===== src/sac_walk_mem.sv =====
// Purpose: Page-walk memory behind the checker's memory port
// Assumes: A write is an atomic OR of the data into the entry
// Notes:   Answers alternate between prompt and two cycles late
`timescale 1ns/1ps
module sac_walk_mem (
    input  wire logic        clk_i,
    input  wire logic        rst_i,
    input  wire logic        mem_req_i,
    input  wire logic        mem_we_i,
    input  wire logic [63:0] mem_addr_i,
    input  wire logic [63:0] mem_wdata_i,
    output logic             mem_ack_o,
    output logic      [63:0] mem_rdata_o
);
    logic [63:0] mem [16];
    logic [1:0]  wait_q;
    logic        slow_q;
    // Serve one access; read data is valid only in its ack cycle, and the read bus inverts in every cycle except a read's ack cycle
    always @(posedge clk_i) begin
        mem_ack_o <= 1'b0;
        mem_rdata_o <= ~mem_rdata_o;
        if (rst_i) begin
            wait_q <= 2'h0;
            slow_q <= 1'b0;
            mem_rdata_o <= 64'h0;
        end else if (mem_req_i && !mem_ack_o) begin
            if (wait_q < {slow_q, 1'b0}) begin
                wait_q <= wait_q + 2'h1;
            end else begin
                mem_ack_o <= 1'b1;
                wait_q <= 2'h0;
                slow_q <= ~slow_q;
                if (mem_we_i) mem[mem_addr_i[6:3]] <= mem[mem_addr_i[6:3]] | mem_wdata_i;
                else mem_rdata_o <= mem[mem_addr_i[6:3]];
            end
        end
    end
endmodule : sac_walk_mem


===== config.mk =====
export PLATFORM = sky130hd
export DESIGN_NAME = sac_walk_mem
export DESIGN_NICKNAME = d
export VERILOG_FILES = /design/src/sac_walk_mem.sv
export SDC_FILE = /design/constraint.sdc
export NUM_CORES = 1
export LEC_CHECK = 0
export ABC_CLOCK_PERIOD_IN_PS = 7100
export BUFFER_PORTS_ARGS = -buffer_cell sky130_fd_sc_hd__buf_2
export CAP_MARGIN = 0
export CORE_ASPECT_RATIO = 1.1
export CORE_UTILIZATION = 53
export CTS_CLUSTER_SIZE = 25
export DETAILED_ROUTE_END_ITERATION = 6
export PLACE_DENSITY = 0.66
export RECOVER_POWER = 25
export SLEW_MARGIN = 20
export SYNTH_ARGS = -nofsm -noshare
export SYNTH_HDL_FRONTEND = slang
export SYNTH_SLANG_ARGS = --single-unit

===== constraint.sdc =====
create_clock -name clk_i -period 7.1 [get_ports clk_i]
set_input_delay 0.355 -clock clk_i [delete_from_list [all_inputs] [get_ports clk_i]]
set_output_delay 0.355 -clock clk_i [all_outputs]
set_load 0.02 [all_outputs]

==> metrics.md, run 1 <==
| Metric | Value |
|---|---|
| Result of the run | complete, but fails checks |
| Violated checks | capacitance limit, slew limit |
| Cell Area, Synth | about 42000 sq um |
| Mapped Nets | around 2000 |
| Clock insertion delay at the later pin of the skew report | about 0.66 ns |
| Kind of capture point of the worst setup path | register |
| Total number of placement rows | 107 |
| Unrepaired setup endpoints after global routing | false |
| GPL Wtd Cong | between 0.7 and 0.8 |
| Final count of pins violating max slew | just under 600 |
| Global-route wire length before repair | about 130000 um |
| Setup violation total in the final timing report | 0 |
| Proportion of synthesized chip area in sequential cells | 0.771 |
| TritonCTS clock tree | built |
| Total of warnings raised by yosys | 0 |
| All-Layer GR Usage | 0.231 |
| Total I/O pin count | about 200 |
| Root buf cell | clkbuf_16 |
| Starting density of the core | 0.537 |
| Post-layout nets | around 2200 |
| Setup Buffers After CTS | 0 |
| DP Worst Slack | between 2 and 3 ns |
| Global-route congestion overflow total | 0 |
| Number of distinct library cells after synthesis | 25 |
| Worst vdd ir | 0.204 mV |
| Share of the cycle needed by the critical path after routing | 0.711 |
| Element type at the critical path start | register |
| Max clock buf depth | 3 |
| Signed area change from the synthesized netlist to the final layout | 13.0% |
| Number of search-and-repair iterations in the first detailed-routing pass | 6 |
| Kind of critical path | reg2reg |
| Number of I/O port buffers | between 100 and 150 |
| Total via count in the routed design | around 20000 |
| Total wire length | about 90000 um |
| Most common cell after layout, fill and taps aside | edfxtp_1 |
| Peak fanout along the critical path | 47 |
| Post-route setup slack | 2.05 ns |
| Source of the critical timing path | mem_ack_o |
| Remaining antenna violation count | 0 |
| Type of the tightest min-delay check | in2reg |
| Minimum clock period | between 5 and 6 ns |
| Post-CTS Hold Fix Bufs | 1 |
| Origin of the critical flop-to-flop path | mem_ack_o |
| Synthesized area divided by synthesized cell count | roughly 22 sq um |
| Total of max-cap violations | 19 |
| Normalized max-slew margin | -1.45 |
| Arrival @ worst endpoint | 5.61 ns |
| Die footprint | 79800 sq um |
| Cell area power density | roughly 290 nW/um^2 |
| Transition at the pin with the smallest max-transition slack | ~3.7 ns |
| Core ar. | between 70000 and 80000 sq um |
| Antenna violations before repair | 1 |
| CTS sink count | between 1000 and 1500 |
| Fraction of final layout cells sized beyond drive strength 1 | 0.275 |
| Launch instance of the worst min-delay path | mem_req_i |
| Detailed-placement wirelength estimate | approximately 44000 um |
| Most frequent cells in the layout | edfxtp_1, mux4_2, clkbuf_16 |
| Routed wire length per instance | between 20 and 30 um |
| Worst R2R Setup Slack | just over 2 ns |
| Die Height | 296 um |
| Pin count of the biggest net entering global routing | 94 |
| Total negative slack for setup checks | 0 ns |
| Number of violations reported at the end of detailed-routing iteration 0 | roughly 2000 |
| Mapped Cells | 1890 |
| Leakage power summed over all cells | 0.0148 uW |
| FMAX | between 0.15 and 0.2 GHz |
| TritonCTS Buffers | approximately 100 |
| Required time of the critical path | around 7.7 ns |
| Vias in the first global route | 20402 |
| Final Hold Fails | 0 |
| Number of gates resized after CTS | 0 |
| Routed via count divided by cell count | 6.25 |
| Clock transition at path regs | approximately 0.07 ns |
| Final clock skew | roughly 0.026 ns |
| Max H-tree Level | 3 |
| # DRC | 0 |
| Register bit count reported by yosys | around 1100 |
| Die X-Extent | approximately 270 um |
==> worst max-delay path, stage by stage (launching register included) <==
cell and delay [ns]:
dfxtp_1 0.31, nand2b_1 0.27, nor4_1 0.29, clkbuf_1 2.32, nand2b_4 0.70, buf_4 0.67, o221ai_1 0.32
==> synth_stat cells, drive strengths merged <==
cell	number	area, sq um
nor4	1	6.26
mux2	64	721
nand2	2	7.51
nand2b	6	37.5
o21bai	1	7.51
a21oi	1	5.00
buf	50	289
nor3	5	25.0
mux2i	65	651
a211o	64	561
clkbuf	67	251
dfxtp	68	1360
mux4	256	5770
edfxtp	1024	30700
o221ai	64	561
a22oi	1	7.51
nor2b	1	6.26
nand3b	2	15.0
nor4b	1	8.76
nand3	65	325
nor2	81	304
or3b	1	8.76
==> through the flow <==
step	area, sq um	utilization	hold slack, ns	std cells	total power [uW]
after floorplan	41700	-	0.427	1890	7820
after global placement	43700	0.562	0.486	2990	8030
after detailed placement	43700	0.562	0.492	2990	8060
after CTS	47300	0.609	0.219	3186	13800
after global routing	47100	0.606	0.262	3187	14100
final	47100	0.606	0.238	3187	13700
==> where the power goes <==
group | switching, uW | total (uW) | internal [uW]
logic | 446 | 716 | 270
clock network | 2340 | 5790 | 3460
registers | 39.0 | 7190 | 7150
==> cells by family after synthesis <==
family	Yosys count	share of synthesized area
flip-flops	1092	0.771
multiplexers	385	0.171
buffers and inverters	117	0.0130
AND/OR/NAND/NOR	165	0.0179
AO/OA/AOI/OAI	131	0.0274
==> routing by layer <==
layer  vias to the layer above  routed length (um)  GRT usage
met5                         -                   0          0
met3                       138                5980     0.0388
met4                         0                2140     0.0672
met2                       667               45800      0.389
met1                     10725               37100      0.315
li1                       8391                   -          -
==> state kept, by name, indices dropped and copies added, names as in the netlist <==
signal,cells
slow_q,1
mem_rdata_o,64
mem,1024
wait_q,2
mem_ack_o,1
==> final cells by class <==
class | instances | area (sq um)
antenna | 1 | 2.50
clock buffer | 139 | 2910
clock inverter | 56 | 708
fill | 5478 | 30600
multi-input combinational | 681 | 9100
sequential | 1092 | 32100
tap | 1035 | 1290
timing repair buffer | 183 | 966
==> final timing paths <==
check	to	cells after the start
worst max register to register	mem_rdata_o[47]	6
worst min register to register	mem_rdata_o[28]	1
worst min-delay path	wait_q[0]	4
worst max-delay path	mem_rdata_o[47]	6
No activity file was read; power rests on OpenSTA's default activity.
==> run 2: changes to the inputs <==
--- a/config.mk
+++ b/config.mk
@@ -5,14 +5,14 @@
 export SDC_FILE = /design/constraint.sdc
 export NUM_CORES = 1
 export LEC_CHECK = 0
-export ABC_CLOCK_PERIOD_IN_PS = 7100
+export ABC_CLOCK_PERIOD_IN_PS = 4550
 export BUFFER_PORTS_ARGS = -buffer_cell sky130_fd_sc_hd__buf_2
 export CAP_MARGIN = 0
 export CORE_ASPECT_RATIO = 1.1
 export CORE_UTILIZATION = 53
 export CTS_CLUSTER_SIZE = 25
 export DETAILED_ROUTE_END_ITERATION = 6
-export PLACE_DENSITY = 0.66
+export PLACE_DENSITY = 0.69
 export RECOVER_POWER = 25
 export SLEW_MARGIN = 20
 export SYNTH_ARGS = -nofsm -noshare
==> constraint.sdc (replaced) <==
create_clock -name clk_i -period 4.55 [get_ports clk_i]
set_input_delay 0.2275 -clock clk_i [delete_from_list [all_inputs] [get_ports clk_i]]
set_output_delay 0.2275 -clock clk_i [all_outputs]
set_load 0.02 [all_outputs]
==> run 2 against run 1 <==
  * Via count decreased by 0.19%
  * Critical path depth decreased by 2
  * Combinational power increased by 58%
  * Critical endpoint is now mem[14][22]
  * Die area unchanged
  * Largest power group unchanged
  * Total power increased by 52%
  * Wire length decreased by 0.68%
  * The run still ends with capacitance limit, slew limit left
  * Global-route usage decreased by 0.080 points
  * Clock skew decreased by 0.0020 ns
  * Largest cell class unchanged
  * Final area increased by 0.11%
==> metrics.md, run 2 (synthesis gave the netlist of run 1 again) <==
| Metric | Value |
|---|---|
| Number of flip-flops in the largest register | 1024 (unchanged) |
| Number of search-and-repair iterations in the first detailed-routing pass | 5 (-1) |
| TritonCTS clock tree | built |
| Final cell count without fillers | 3196 (+0.28%) |
| Global-route wire length before repair | 134000 um (+0.43%) |
| Signed area change from the synthesized netlist to the final layout | 13.1% |
| Number of I/O port buffers | 136 (unchanged) |
| Antenna violations before repair | 1 (unchanged) |
| Family with the most delay on the worst path | buffers and inverters |
| Finished Core Util | 0.607 (+0.000661) |
| Total via count in the routed design | 19884 (-0.19%) |
| Cell area reported after detailed placement | 43900 sq um (+0.50%) |
| All-Layer GR Usage | 0.231 (-0.000802) |
| Element type at the critical path start | input port |
| Root buf cell | clkbuf_16 |
| Most frequent cells in the layout | edfxtp_1, mux4_2, clkbuf_16 |
| Worst vdd ir | 0.347 mV (+70%) |
| Violated checks | capacitance limit, slew limit |
| Detailed-placement wirelength estimate | 45600 um (+4.3%) |
| Final count of pins violating max slew | 101 (-83%) |
| Cell with the largest stage delay on the worst path | buf_2 |
| Most common cell after layout, fill and taps aside | edfxtp_1 |
| FMAX | 0.253 GHz |
| Normalized max-slew margin | -0.982 (+0.466) |
| Final clock skew | 0.0235 ns (-0.00198 ns) |
| Max H-tree Level | 3 (unchanged) |
| Leakage power summed over all cells | 0.0149 uW (+0.38%) |
| Die Height | 296 um (unchanged) |
| Vias in the first global route | 20661 (+1.3%) |
| Peak fanout along the critical path | 103 (+120%) |
| Total I/O pin count | 197 (unchanged) |
| TritonCTS Buffers | 104 (unchanged) |
| Cell area power density | 440 nW/um^2 (+51%) |
| Minimum clock period | between 3 and 4 ns |
| Final Hold Fails | 0 (unchanged) |
| GPL Wtd Cong | 0.732 (+3.8%) |
| Global-route congestion overflow total | 0 (unchanged) |
| Post-route setup slack | 0.598 ns (-1.46 ns) |
| Required time of the critical path | 4.87 ns (-2.79 ns) |
| Transition at the pin with the smallest max-transition slack | 2.97 ns (-0.699 ns) |
| Arrival @ worst endpoint | 4.27 ns (-1.34 ns) |
| Total of max-cap violations | 1 (-18) |
| Origin of the critical flop-to-flop path | mem_ack_o |
| Remaining antenna violation count | 0 (unchanged) |
| Source of the critical timing path | mem_addr_i[6] |
| Placed cell count | 3000 (+0.33%) |
| CTS sink count | 1092 (unchanged) |
| Kind of capture point of the worst setup path | register |
| Peak per-stage delay on the critical path | 2.02 ns (-0.30 ns) |
| Die footprint | 79800 sq um (unchanged) |
| Routed via count divided by cell count | 6.22 (-0.47%) |
| Post-route cell area | 47100 sq um (+0.11%) |
| Cell breakdown of the critical path | buf_2 -> nand2_1 -> nor2_4 -> buf_12 |
| Die X-Extent | 269 um (unchanged) |
| Result of the run | complete, but fails checks |
| DP Worst Slack | 1.20 ns (-1.65 ns) |
| Total number of placement rows | 107 (unchanged) |
| Total negative slack for setup checks | 0 ns (unchanged) |
| Setup Buffers After CTS | 0 (unchanged) |
| Clock insertion delay at the later pin of the skew report | 0.67 ns (about the same) |
| Routed wire length per instance | 28.3 um (-0.96%) |
| # DRC | 0 (unchanged) |
| Number of violations reported at the end of detailed-routing iteration 0 | 2123 (+7.7%) |
| Unrepaired setup endpoints after global routing | false |
| Kind of critical path | in2reg |
| Type of the tightest min-delay check | in2reg |
| Share of the cycle needed by the critical path after routing | 0.869 |
| Core ar. | 77600 sq um (unchanged) |
| Buffer and inverter count on the worst path | 2 (unchanged) |
| Clock transition at path regs | 0.06 ns (about the same) |
| Post-layout nets | 2204 (+0.46%) |
| Pin count of the biggest net entering global routing | 104 (+11%) |
| Max clock buf depth | 3 (unchanged) |
| Launch instance of the worst min-delay path | mem_req_i |
| Total wire length | 90500 um (-0.68%) |
| Inserted Diodes | 0 (-1) |
| Fraction of final layout cells sized beyond drive strength 1 | 0.278 (+0.00289) |
| Starting density of the core | 0.537 (unchanged) |
| Setup violation total in the final timing report | 0 (unchanged) |
==> run 2: per-stage QoR <==
step / hold slack (ns) / power, uW
final: 0.120 / 20800
after global routing: 0.148 / 21400
after CTS: 0.0893 / 20900
after detailed placement: 0.495 / 12600
after global placement: 0.487 / 12500
after floorplan: 0.300 / 12200
==> run 2: final timing paths <==
path / end / slack (ns) / cells after the start
max: mem[14][22] / 0.60 / 4
min: slow_q / 0.12 / 4
max reg2reg: mem[7][57] / 1.13 / 5
min reg2reg: mem_rdata_o[9] / 0.50 / 1
==> run 2: routing by layer <==
| metal | part of all wire | wire [um] | track usage | vias up |
|---|---|---|---|---|
| met5 | 0.00014 | 13 | 0 | - |
| met4 | 0.021 | 1880 | 0.0632 | 2 |
| met3 | 0.070 | 6340 | 0.0364 | 127 |
| met2 | 0.51 | 46200 | 0.393 | 715 |
| met1 | 0.40 | 36000 | 0.312 | 10648 |
| li1 | - | - | - | 8392 |
==> run 2: layout make-up <==
cell class	instances	area, sq um
tap	1035	1290
timing repair buffer	193	1210
clock inverter	50	444
clock buffer	145	2890
fill	5361	30500
multi-input combinational	681	9190
sequential	1092	32100
==> run 2: worst reg2reg max path, stage by stage, from the launching register on <==
cell,delay (ns)
dfxtp_1,0.31
nand2b_1,0.28
nor4b_2,0.82
nand3_1,0.49
nor2_4,0.69
buf_4,0.47
==> run 2: power breakdown <==
group / internal (uW) / switching, uW / total [uW]
registers: 11200 / 61.8 / 11200
logic: 428 / 705 / 1130
clock network: 4790 / 3630 / 8410
==> run 2: timing repair <==
item                      in CTS  in global routing
hold buffers                   1                  0
hold endpoints to repair       4                  0
resized for setup              0                  0
